<file path="src/logic/gpio_cde_pkg.sv">
// Register map, field positions and reset values of the port C, D and E block.
package gpio_cde_pkg;

  localparam int ADDR_W = 8;
  localparam int DATA_W = 8;

  // Register offsets.
  localparam logic [7:0] PORT_C_DATA_ADDR = 8'h02;
  localparam logic [7:0] PORT_D_DATA_ADDR = 8'h03;
  localparam logic [7:0] PORT_C_DIR_ADDR  = 8'h06;
  localparam logic [7:0] PORT_D_DIR_ADDR  = 8'h07;
  localparam logic [7:0] PORT_E_DATA_ADDR = 8'h08;
  localparam logic [7:0] PORT_E_DIR_ADDR  = 8'h0C;

  // Implemented bits of each register.
  localparam logic [7:0] PORT_C_DATA_MASK = 8'h3F;
  localparam logic [7:0] PORT_C_DIR_MASK  = 8'hBF;
  localparam logic [7:0] PORT_D_DIR_MASK  = 8'hFB;
  localparam logic [7:0] FULL_MASK        = 8'hFF;
  localparam logic [7:0] DIR_RESET        = 8'h00;
  localparam logic [7:0] READ_ZERO        = 8'h00;

  // Field positions.
  localparam int CLK_OUT_EN_BIT  = 7;
  localparam int CLK_OUT_PIN     = 2;
  localparam int TIMER_CLK_PIN   = 6;
  localparam int SPI_SCK_PIN     = 7;
  localparam int SPI_MOSI_PIN    = 6;
  localparam int SPI_MISO_PIN    = 5;
  localparam int SPI_SS_PIN      = 4;
  localparam int TIMER_CH1_PIN   = 3;
  localparam int TIMER_CH0_PIN   = 2;
  localparam int ASYNC_RX_PIN    = 1;
  localparam int ASYNC_TX_PIN    = 0;

  // ADC channel numbers that land on port D start here.
  localparam logic [4:0] ADC_PORT_D_BASE = 5'h08;
  localparam int         PORT_D_PINS     = 8;

endpackage

</file>
<file path="src/logic/gpio_sync2.sv">
// Two-flop synchroniser for a bus of pin levels.
`timescale 1ns/1ps
module gpio_sync2 #(
  parameter int WIDTH = 8
) (
  // Clock and reset
  input  wire logic             mclk_in,
  input  wire logic             reset_in,
  // Data
  input  wire logic [WIDTH-1:0] async_in,
  output logic      [WIDTH-1:0] sync_out
);

  logic [WIDTH-1:0] meta_q;

  always_ff @(posedge mclk_in) begin
    if (reset_in) begin
      meta_q   <= '0;
      sync_out <= '0;
    end else begin
      meta_q   <= async_in;
      sync_out <= meta_q;
    end
  end

endmodule

</file>
<file path="src/logic/gpio_pin_mux.sv">
// Per-pin output selection between the general-purpose latch and a peripheral.
`timescale 1ns/1ps
module gpio_pin_mux #(
  parameter int WIDTH = 8
) (
  // Ownership of each pin
  input  wire logic [WIDTH-1:0] periph_own_in,
  // General-purpose drive
  input  wire logic [WIDTH-1:0] latch_in,
  input  wire logic [WIDTH-1:0] dir_in,
  // Peripheral drive
  input  wire logic [WIDTH-1:0] periph_val_in,
  input  wire logic [WIDTH-1:0] periph_oe_in,
  // Resulting drive
  output logic      [WIDTH-1:0] val_out,
  output logic      [WIDTH-1:0] oe_out
);

  assign val_out = (periph_own_in & periph_val_in) | (~periph_own_in & latch_in);
  assign oe_out  = (periph_own_in & periph_oe_in) | (~periph_own_in & dir_in);

endmodule

</file>
<file path="src/logic/gpio_ports_c_d_e.sv">
// Top of the port C, D and E general-purpose I/O block with pin sharing.
//
// The strobed register port was chosen for this implementation.
`timescale 1ns/1ps

module gpio_ports_c_d_e #(
  parameter int PORT_C_W = 6,
  parameter int PORT_D_W = 8,
  parameter int PORT_E_W = 8
) (
  // Clock and reset
  input  wire logic                mclk_in,
  input  wire logic                reset_in,
  // Register port
  input  wire logic [7:0]          addr_in,
  input  wire logic [7:0]          wdata_in,
  input  wire logic                wr_in,
  input  wire logic                rd_in,
  output logic      [7:0]          rdata_out,
  // Port C pins
  input  wire logic [PORT_C_W-1:0] port_c_pin_in,
  output logic      [PORT_C_W-1:0] port_c_pin_out,
  output logic      [PORT_C_W-1:0] port_c_pin_oe_out,
  // Port D pins
  input  wire logic [PORT_D_W-1:0] port_d_pin_in,
  output logic      [PORT_D_W-1:0] port_d_pin_out,
  output logic      [PORT_D_W-1:0] port_d_pin_oe_out,
  // Port E pins
  input  wire logic [PORT_E_W-1:0] port_e_pin_in,
  output logic      [PORT_E_W-1:0] port_e_pin_out,
  output logic      [PORT_E_W-1:0] port_e_pin_oe_out,
  // ADC and timer controls
  input  wire logic [4:0]          adc_channel_select_in,
  input  wire logic                adc_active_in,
  input  wire logic                timer_ext_clock_sel_in,
  output logic                     timer_ext_clock_out,
  // Timer channels: nonzero edge_level_select hands the pin to the timer
  input  wire logic [1:0]          edge_level_select0_in,
  input  wire logic [1:0]          edge_level_select1_in,
  input  wire logic [1:0]          timer_ch_val_in,
  input  wire logic [1:0]          timer_ch_oe_in,
  // SPI controls and signals
  input  wire logic                serial_periph_enable_in,
  input  wire logic                serial_periph_master_in,
  input  wire logic                mode_fault_enable_in,
  input  wire logic                spi_sck_val_in,
  input  wire logic                spi_mosi_val_in,
  input  wire logic                spi_miso_val_in,
  // Async serial controls and signals
  input  wire logic                async_serial_enable_in,
  input  wire logic                async_tx_val_in,
  // Synchronised pin levels for the sharing peripherals
  output logic      [PORT_E_W-1:0] port_e_sync_out,
  output logic      [PORT_D_W-1:0] port_d_sync_out
);

  // Control registers.
  logic [PORT_C_W-1:0] port_c_latch_q;
  logic [PORT_D_W-1:0] port_d_latch_q;
  logic [PORT_E_W-1:0] port_e_latch_q;
  logic [7:0]          port_c_dir_q;
  logic [PORT_D_W-1:0] port_d_dir_q;
  logic [PORT_E_W-1:0] port_e_dir_q;
  logic [7:0]          rdata_d;

  // Synchronised pins.
  logic [PORT_C_W-1:0] c_sync;
  logic [PORT_D_W-1:0] d_sync;
  logic [PORT_E_W-1:0] e_sync;

  gpio_sync2 #(.WIDTH(PORT_C_W)) u_sync_c (
    .mclk_in  (mclk_in),
    .reset_in (reset_in),
    .async_in (port_c_pin_in),
    .sync_out (c_sync)
  );
  gpio_sync2 #(.WIDTH(PORT_D_W)) u_sync_d (
    .mclk_in  (mclk_in),
    .reset_in (reset_in),
    .async_in (port_d_pin_in),
    .sync_out (d_sync)
  );
  gpio_sync2 #(.WIDTH(PORT_E_W)) u_sync_e (
    .mclk_in  (mclk_in),
    .reset_in (reset_in),
    .async_in (port_e_pin_in),
    .sync_out (e_sync)
  );

  // Address decode.
  wire wr_c_data = wr_in && (addr_in == gpio_cde_pkg::PORT_C_DATA_ADDR);
  wire wr_d_data = wr_in && (addr_in == gpio_cde_pkg::PORT_D_DATA_ADDR);
  wire wr_e_data = wr_in && (addr_in == gpio_cde_pkg::PORT_E_DATA_ADDR);
  wire wr_c_dir  = wr_in && (addr_in == gpio_cde_pkg::PORT_C_DIR_ADDR);
  wire wr_d_dir  = wr_in && (addr_in == gpio_cde_pkg::PORT_D_DIR_ADDR);
  wire wr_e_dir  = wr_in && (addr_in == gpio_cde_pkg::PORT_E_DIR_ADDR);

  // Direction bits as seen by the pins and by the read path.
  wire                clk_out_en = port_c_dir_q[gpio_cde_pkg::CLK_OUT_EN_BIT];
  wire [PORT_C_W-1:0] c_dir      = port_c_dir_q[PORT_C_W-1:0];

  // Function that blends latch and pin per bit by direction.
  function automatic logic [7:0] blend(input logic [7:0] dir, input logic [7:0] latch,
                                       input logic [7:0] pin);
    blend = (dir & latch) | (~dir & pin);
  endfunction

  // Port D analog pins: a selected channel reads as zero on input bits.
  wire [4:0] adc_rel = adc_channel_select_in - gpio_cde_pkg::ADC_PORT_D_BASE;
  wire       adc_on_d = adc_active_in && (adc_channel_select_in >= gpio_cde_pkg::ADC_PORT_D_BASE)
                        && (adc_rel < 5'(gpio_cde_pkg::PORT_D_PINS));
  wire [PORT_D_W-1:0] adc_own = adc_on_d ? (PORT_D_W'(1) << adc_rel[2:0]) : '0;
  wire                timer_clk_own = timer_ext_clock_sel_in;

  // Port D output: bit 2 never drives; analog or timer-clock pins never drive.
  wire [PORT_D_W-1:0] d_free   = ~adc_own & ~(PORT_D_W'(timer_clk_own) << gpio_cde_pkg::TIMER_CLK_PIN);
  wire [PORT_D_W-1:0] d_oe     = port_d_dir_q & d_free;
  wire [PORT_D_W-1:0] d_pinval = d_sync & ~adc_own;
  wire [7:0]          d_read   = blend(port_d_dir_q, port_d_latch_q, d_pinval);

  // Port E ownership.
  wire spi_on   = serial_periph_enable_in;
  wire ss_gp    = !spi_on || (serial_periph_master_in && !mode_fault_enable_in);
  wire tch0_on  = |edge_level_select0_in;
  wire tch1_on  = |edge_level_select1_in;
  wire async_on = async_serial_enable_in;
  wire [PORT_E_W-1:0] e_own = {spi_on, spi_on, spi_on, !ss_gp,
                               tch1_on, tch0_on, async_on, async_on};

  // Peripheral drive for port E: master drives clock and MOSI, slave drives MISO.
  wire master = serial_periph_master_in;
  wire [PORT_E_W-1:0] e_pval = {spi_sck_val_in, spi_mosi_val_in, spi_miso_val_in, 1'b0,
                                timer_ch_val_in[1], timer_ch_val_in[0], 1'b0, async_tx_val_in};
  wire [PORT_E_W-1:0] e_poe  = {master, master, !master, 1'b0,
                                timer_ch_oe_in[1], timer_ch_oe_in[0], 1'b0, 1'b1};
  wire [PORT_E_W-1:0] e_val;
  wire [PORT_E_W-1:0] e_oe;

  gpio_pin_mux #(.WIDTH(PORT_E_W)) u_mux_e (
    .periph_own_in (e_own),
    .latch_in      (port_e_latch_q),
    .dir_in        (port_e_dir_q),
    .periph_val_in (e_pval),
    .periph_oe_in  (e_poe),
    .val_out       (e_val),
    .oe_out        (e_oe)
  );

  // Port C drive: clock output takes pin 2 when enabled.
  wire [PORT_C_W-1:0] c_clk_own = PORT_C_W'(clk_out_en) << gpio_cde_pkg::CLK_OUT_PIN;
  wire [PORT_C_W-1:0] c_oe      = c_dir | c_clk_own;
  // The system clock toggles each edge here; a divided copy stands in for it.
  logic clk_half_q;
  wire [PORT_C_W-1:0] c_val = (port_c_latch_q & ~c_clk_own) |
                              (c_clk_own & {PORT_C_W{clk_half_q}});

  // Read mux; unmapped addresses read zero.
  wire [7:0] c_read = 8'(blend(8'(c_dir), 8'(port_c_latch_q), 8'(c_sync)));
  wire [7:0] e_read = blend(port_e_dir_q, port_e_latch_q, e_sync);
  always_comb begin
    rdata_d = gpio_cde_pkg::READ_ZERO;
    if (rd_in) begin
      unique case (addr_in)
        gpio_cde_pkg::PORT_C_DATA_ADDR: rdata_d = c_read & gpio_cde_pkg::PORT_C_DATA_MASK;
        gpio_cde_pkg::PORT_D_DATA_ADDR: rdata_d = d_read;
        gpio_cde_pkg::PORT_E_DATA_ADDR: rdata_d = e_read;
        gpio_cde_pkg::PORT_C_DIR_ADDR:  rdata_d = port_c_dir_q;
        gpio_cde_pkg::PORT_D_DIR_ADDR:  rdata_d = port_d_dir_q;
        gpio_cde_pkg::PORT_E_DIR_ADDR:  rdata_d = port_e_dir_q;
        default:                        rdata_d = gpio_cde_pkg::READ_ZERO;
      endcase
    end
  end

  // Data latches are not reset.
  always_ff @(posedge mclk_in) begin
    if (wr_c_data) port_c_latch_q <= wdata_in[PORT_C_W-1:0];
    if (wr_d_data) port_d_latch_q <= wdata_in & gpio_cde_pkg::PORT_D_DIR_MASK;
    if (wr_e_data) port_e_latch_q <= wdata_in;
  end

  // Direction registers clear on reset.
  always_ff @(posedge mclk_in) begin
    if (reset_in) begin
      port_c_dir_q <= gpio_cde_pkg::DIR_RESET;
      port_d_dir_q <= gpio_cde_pkg::DIR_RESET;
      port_e_dir_q <= gpio_cde_pkg::DIR_RESET;
    end else begin
      if (wr_c_dir) port_c_dir_q <= wdata_in & gpio_cde_pkg::PORT_C_DIR_MASK;
      if (wr_d_dir) port_d_dir_q <= wdata_in & gpio_cde_pkg::PORT_D_DIR_MASK;
      if (wr_e_dir) port_e_dir_q <= wdata_in;
    end
  end

  // Read data stand for one cycle after the strobe and are zero otherwise.
  always_ff @(posedge mclk_in) begin
    if (reset_in) begin
      rdata_out <= gpio_cde_pkg::READ_ZERO;
    end else begin
      rdata_out <= rdata_d;
    end
  end

  // Port C drive, including the clock output toggle.
  always_ff @(posedge mclk_in) begin
    if (reset_in) begin
      clk_half_q        <= 1'b0;
      port_c_pin_out    <= '0;
      port_c_pin_oe_out <= '0;
    end else begin
      clk_half_q        <= !clk_half_q;
      port_c_pin_out    <= c_val;
      port_c_pin_oe_out <= c_oe;
    end
  end

  // Port D drive and the timer clock taken from its pin.
  always_ff @(posedge mclk_in) begin
    if (reset_in) begin
      port_d_pin_out      <= '0;
      port_d_pin_oe_out   <= '0;
      timer_ext_clock_out <= 1'b0;
      port_d_sync_out     <= '0;
    end else begin
      port_d_pin_out      <= port_d_latch_q;
      port_d_pin_oe_out   <= d_oe;
      timer_ext_clock_out <= timer_clk_own & d_sync[gpio_cde_pkg::TIMER_CLK_PIN];
      port_d_sync_out     <= d_sync;
    end
  end

  // Port E drive and the synchronised levels for the sharing peripherals.
  always_ff @(posedge mclk_in) begin
    if (reset_in) begin
      port_e_pin_out    <= '0;
      port_e_pin_oe_out <= '0;
      port_e_sync_out   <= '0;
    end else begin
      port_e_pin_out    <= e_val;
      port_e_pin_oe_out <= e_oe;
      port_e_sync_out   <= e_sync;
    end
  end

  // Assertions.
  dir_reset_a: assert property (@(posedge mclk_in) reset_in |=>
    (port_c_dir_q == 8'h00 && port_d_dir_q == 8'h00 && port_e_dir_q == 8'h00))
    else $error("direction not cleared by reset");
  latch_write_a: assert property (@(posedge mclk_in) disable iff (reset_in)
    wr_e_data |=> port_e_latch_q == $past(wdata_in))
    else $error("port E latch missed a write");
  read_blend_a: assert property (@(posedge mclk_in) disable iff (reset_in)
    rd_in && addr_in == gpio_cde_pkg::PORT_E_DATA_ADDR |=>
    rdata_out == $past((port_e_dir_q & port_e_latch_q) | (~port_e_dir_q & e_sync)))
    else $error("port E read not blended by direction");
  d_bit2_in_a: assert property (@(posedge mclk_in) disable iff (reset_in)
    !port_d_pin_oe_out[2])
    else $error("port D bit 2 driven");
  clk_pin_a: assert property (@(posedge mclk_in) disable iff (reset_in)
    clk_out_en && !$past(reset_in) |=> port_c_pin_oe_out[gpio_cde_pkg::CLK_OUT_PIN])
    else $error("clock output pin not enabled");
  gp_drive_a: assert property (@(posedge mclk_in) disable iff (reset_in)
    !spi_on && !async_on && !tch0_on && !tch1_on |=> port_e_pin_oe_out == $past(port_e_dir_q))
    else $error("free port E pins not following direction");
  async_own_a: assert property (@(posedge mclk_in) disable iff (reset_in)
    async_on |=> port_e_pin_oe_out[gpio_cde_pkg::ASYNC_TX_PIN]
    && !port_e_pin_oe_out[gpio_cde_pkg::ASYNC_RX_PIN])
    else $error("async serial pins not owned");
  ss_slave_a: assert property (@(posedge mclk_in) disable iff (reset_in)
    spi_on && !master |=> !port_e_pin_oe_out[gpio_cde_pkg::SPI_SS_PIN])
    else $error("slave select driven in slave mode");
  adc_read_a: assert property (@(posedge mclk_in) disable iff (reset_in)
    rd_in && addr_in == gpio_cde_pkg::PORT_D_DATA_ADDR && adc_on_d
    && !port_d_dir_q[adc_rel[2:0]] |=> !rdata_out[$past(adc_rel[2:0])])
    else $error("analog pin read not zero");
  c_latch_write_a: assert property (@(posedge mclk_in) disable iff (reset_in)
    wr_c_data |=> port_c_latch_q == $past(wdata_in[PORT_C_W-1:0]))
    else $error("port C latch missed a write");
  d_latch_write_a: assert property (@(posedge mclk_in) disable iff (reset_in)
    wr_d_data |=> port_d_latch_q == $past(wdata_in & gpio_cde_pkg::PORT_D_DIR_MASK))
    else $error("port D latch missed a write");
  c_oe_dir_a: assert property (@(posedge mclk_in) disable iff (reset_in)
    !clk_out_en |=> port_c_pin_oe_out == $past(c_dir))
    else $error("port C enables not following direction");
  d_read_dir_a: assert property (@(posedge mclk_in) disable iff (reset_in)
    rd_in && addr_in == gpio_cde_pkg::PORT_D_DATA_ADDR && !adc_on_d |=>
    rdata_out == $past(blend(port_d_dir_q, port_d_latch_q, d_sync)))
    else $error("port D read not blended by direction");
  c_read_a: assert property (@(posedge mclk_in) disable iff (reset_in)
    rd_in && addr_in == gpio_cde_pkg::PORT_C_DATA_ADDR |=>
    rdata_out == $past(c_read & gpio_cde_pkg::PORT_C_DATA_MASK))
    else $error("port C read wrong");
  idle_read_a: assert property (@(posedge mclk_in) disable iff (reset_in)
    !rd_in |=> rdata_out == gpio_cde_pkg::READ_ZERO)
    else $error("read data not zero between reads");
  adc_float_a: assert property (@(posedge mclk_in) disable iff (reset_in)
    adc_on_d |=> (port_d_pin_oe_out & $past(adc_own)) == '0)
    else $error("analog pin driven");
  timer_pin_a: assert property (@(posedge mclk_in) disable iff (reset_in)
    timer_clk_own |=> !port_d_pin_oe_out[gpio_cde_pkg::TIMER_CLK_PIN])
    else $error("timer clock pin driven");
  timer_clk_a: assert property (@(posedge mclk_in) disable iff (reset_in)
    !timer_clk_own |=> !timer_ext_clock_out)
    else $error("timer clock passed while not selected");
  spi_master_a: assert property (@(posedge mclk_in) disable iff (reset_in)
    spi_on && master |=> port_e_pin_oe_out[gpio_cde_pkg::SPI_SCK_PIN]
    && port_e_pin_oe_out[gpio_cde_pkg::SPI_MOSI_PIN])
    else $error("SPI master outputs not driven");
  spi_slave_a: assert property (@(posedge mclk_in) disable iff (reset_in)
    spi_on && !master |=> !port_e_pin_oe_out[gpio_cde_pkg::SPI_SCK_PIN]
    && port_e_pin_oe_out[gpio_cde_pkg::SPI_MISO_PIN])
    else $error("SPI slave pins in wrong direction");
  mosi_value_a: assert property (@(posedge mclk_in) disable iff (reset_in)
    spi_on |=> port_e_pin_out[gpio_cde_pkg::SPI_MOSI_PIN] == $past(spi_mosi_val_in))
    else $error("MOSI value not passed");
  tx_value_a: assert property (@(posedge mclk_in) disable iff (reset_in)
    async_on |=> port_e_pin_out[gpio_cde_pkg::ASYNC_TX_PIN] == $past(async_tx_val_in))
    else $error("transmit value not passed");
  timer_drive_a: assert property (@(posedge mclk_in) disable iff (reset_in)
    tch0_on |=> port_e_pin_oe_out[gpio_cde_pkg::TIMER_CH0_PIN] == $past(timer_ch_oe_in[0]))
    else $error("timer channel enable not passed");
  spi_master_c: cover property (@(posedge mclk_in) spi_on && master);
  clk_out_c:    cover property (@(posedge mclk_in) clk_out_en);
  adc_sel_c:    cover property (@(posedge mclk_in) adc_on_d && rd_in);
  spi_slave_c:  cover property (@(posedge mclk_in) spi_on && !master);
  timer_ch_c:   cover property (@(posedge mclk_in) tch0_on && timer_ch_oe_in[0]);

endmodule

</file>
<file path="config.mk">
export PLATFORM = sky130hd
export DESIGN_NAME = gpio_ports_c_d_e
export DESIGN_NICKNAME = d
export VERILOG_FILES = /design/src/logic/gpio_cde_pkg.sv /design/src/logic/gpio_sync2.sv /design/src/logic/gpio_pin_mux.sv /design/src/logic/gpio_ports_c_d_e.sv
export SDC_FILE = /design/constraint.sdc
export NUM_CORES = 1
export LEC_CHECK = 0
export BUFFER_PORTS_ARGS = -buffer_cell sky130_fd_sc_hd__buf_2
export CAP_MARGIN = 20
export CORE_AREA = 2 2 111 113
export CTS_CLUSTER_SIZE = 16
export DETAILED_ROUTE_END_ITERATION = 8
export DIE_AREA = 0 0 113 115
export PLACE_DENSITY = 0.72
export SLEW_MARGIN = 20
export SYNTH_ARGS = -nofsm -noshare
export SYNTH_HDL_FRONTEND = slang
export SYNTH_HIERARCHICAL = 1
export SYNTH_SLANG_ARGS = --single-unit
</file>
<file path="constraint.sdc">
create_clock -name mclk_in -period 2.57 [get_ports mclk_in]
set_input_delay 0.1285 -clock mclk_in [delete_from_list [all_inputs] [get_ports mclk_in]]
set_output_delay 0.1285 -clock mclk_in [all_outputs]
set_load 0.005 [all_outputs]
</file>
==> run summary <==
status -> finished, violations left
failing checks -> design-rule violations
CTS sink count -> 155
routed wire length -> 12,470 µm
unrepaired setup endpoints after global routing -> false
post_cts resized -> 0
ys flop type -> dfxtp_1
DP Wirelength -> 8700 µm
Slew HR -> 0.4764
skew final -> 0.009531 ns
crit share post-route -> 0.6520
CTS H-tree depth -> 4
Final Hold Fails -> 0
vias in the first global route -> 4,007
DR DRC count -> 6
endpoint class of the critical path -> flip-flop
Setup Crit Path Kind -> primary input to flip-flop
CTS buffer count -> 17
Fillers -> 969
routed len/inst -> 15.77 µm
r2r setup slk -> 1.21 ns
Post-Synthesis Cells -> 463
DRT Pass-1 Iters -> 6
vias per cell -> 4.975
Die Ht -> 115 µm
Worst-Skew Late Latency -> 0.42 ns
hold_sp -> wdata_in[5]
CTS root buf -> clkbuf_16
LEAKAGE -> 3.098 nW
Antenna diodes -> 0
pin count of the biggest net entering global routing -> 77
start of the worst register-to-register path -> port_c_latch_q[4]
RR Endpoint -> rdata_out[4]
Syn. warnings -> 6
Hold Path Depth -> 1
First DRT Iteration DRCs -> 265
power per cell area -> 731.0 nW/µm²
initial antenna violation count -> 0
final setup violating endpoints -> 0
Slew Viols, Final -> 0
Max Cap Violations -> 0
worst reg-to-reg path cell count -> 4
Max Clk Rate -> 596.8 MHz
vias post-DR -> 3,935
row count -> 40
I/O Pins -> 134
Core ar. -> 11,810 µm²
actual slew at the worst max-slew pin -> 0.7796 ns
Synth cell types -> 58
layout cell share with drive strength beyond 1 -> 0.3525
Avg Cell Area, Syn -> 12.01 µm²
starting density of the core -> 0.4707
Post-synth ARST share -> 0
startpoint types -> primary input
post-synthesis sequential area ratio -> 0.5960
CTS Buffer Depth -> 2
PortBufs -> 131
total global-route track usage -> 0.2005
class of the worst hold path -> primary input to flip-flop
post-route ant nets -> 0
setup TNS -> 0 ns
Tot Pwr -> 5.269 mW
Hold Crit Endpoint -> port_c_latch_q[5]
Area Growth Syn to Fin -> 29.66%
GP Congestion -> 0.8613
Max FO, Critical Path -> 32
first-pass GRT wire length -> 20,130 µm
Synth Cell Area -> 5559 µm²
Worst EP required -> 2.84 ns
number of synthesized flops with an enable pin -> 21
Worst-path clk slew -> 0.06 ns
die width -> 113 µm
Yosys reg bits -> 155
GRT overflow -> 0
Min Clock Period, post-route -> 1.676 ns
Final nets -> 696
TritonCTS clock tree -> done
Max IR drop VDD -> 0.4085 mV
arrival time at the worst endpoint -> 1.94 ns
die area -> 13,000 µm²
-- state kept, by name, summed over array words and instances, names as in the netlist, 7 cells and up --
name / cells
port_c_dir_q: 7
port_d_dir_q: 7
port_d_latch_q: 7
port_d_pin_oe_out: 7
port_d_pin_out: 7
port_d_sync_out: 8
port_e_dir_q: 8
port_e_latch_q: 8
port_e_pin_oe_out: 8
port_e_pin_out: 8
port_e_sync_out: 8
rdata_out: 8
u_sync_d/meta_q: 8
u_sync_d/sync_out: 8
u_sync_e/meta_q: 8
u_sync_e/sync_out: 8
-- synthesized netlist by cell type, drive strengths merged, types with 3 or more instances --
cell,count,area (µm²)
a21oi,5,25.02
a31oi,7,43.79
and2b,14,122.6
and3b,3,26.28
buf,9,72.56
clkbuf,11,41.29
dfxtp,134,2683
edfxtp,21,630.6
inv,6,22.52
mux2,17,244.0
mux2i,30,300.3
nand2,5,18.77
nand2b,8,50.05
nand3,4,20.02
nand3b,3,22.52
nor2,33,123.9
nor2b,80,570.6
nor3,10,50.05
nor3b,4,30.03
nor4,3,48.80
o2111ai,4,35.03
o21ai,11,55.05
or2,3,18.77
-- worst max-delay path: stages --
cell and delay (ns):
buf_2 0.43, inv_1 0.27, nor4_4 0.77, mux2i_1 0.28, nor2_1 0.05
-- stage by stage --
step	worst slack [ns]	cells	util	cell area [µm²]	hold slack, ns
floorplan	0.5309	468	-	5578	0.2052
global placement	0.6298	732	0.5377	6351	0.3259
detailed placement	0.5112	732	0.5377	6351	0.3176
CTS	0.9073	790	0.6094	7198	0.00001324
global route	0.7804	791	0.6103	7208	0.005631
finish	0.8943	791	0.6103	7208	0.008643
-- worst max-delay path by stage --
stage	start	slack [ns]	end
6_report	addr_in[2]	0.89	port_e_dir_q[1]
3_3_place_gp	addr_in[2]	0.63	port_e_dir_q[2]
4_1_cts	addr_in[2]	0.91	port_e_dir_q[1]
5_1_grt	addr_in[2]	0.78	port_e_dir_q[0]
2_1_floorplan	addr_in[5]	0.53	port_e_latch_q[0]
3_5_place_dp	addr_in[2]	0.51	port_e_dir_q[0]
-- power by group --
group	switching [mW]	leakage (nW)	internal [mW]
logic	0.142	1.52	0.159
clock network	0.926	0.294	1.51
registers	0.0173	1.29	2.51
-- cell usage in the layout (no fill, tap or decap), drive strengths merged, types with 4 or more instances in the layout --
cell type	count
edfxtp	21
buf	137
dfxtp	134
mux2	17
nor3	10
nor2b	80
a21oi	5
nor3b	4
nand3	4
and2b	14
clkbuf	22
mux2i	30
dlygate4sd3	27
a31oi	7
o2111ai	4
nor2	33
conb	7
nand2b	8
o21ai	11
nand2	5
inv	9
clkinv	5
-- cell type report --
class	instances	area, µm²	area share
well taps	147	183.9	0.02552
inverters	6	22.52	0.003124
flip-flops and latches	155	3313	0.4596
multi-input cells	287	2128	0.2953
repair buffers	164	973.4	0.1350
clock inverters	10	111.4	0.01545
clock buffers	22	475.5	0.06596
-- per-layer routing --
layer / part of all wire / track usage / vias up
met5: 0 / 0 / -
met4: 0.025 / 0.08699 / 0
met3: 0.063 / 0.05219 / 24
met2: 0.50 / 0.3389 / 147
met1: 0.42 / 0.2439 / 1842
li1: - / - / 1922
-- what timing repair did --
item / 4_1_cts / 5_1_grt
hold buffers: 26 / 1
setup buffers: 0 / 0
endpoints found under the hold margin: 32 / 1
-- cell families after synthesis --
group           count (synthesis)  synth area share
compound gates                 45           0.05537
mux                            47           0.09791
buf+inv                        26           0.02453
other cells                     2          0.001351
flops                         155            0.5960
simple gates                  188            0.2249
Power figures use the tool's default switching activity.
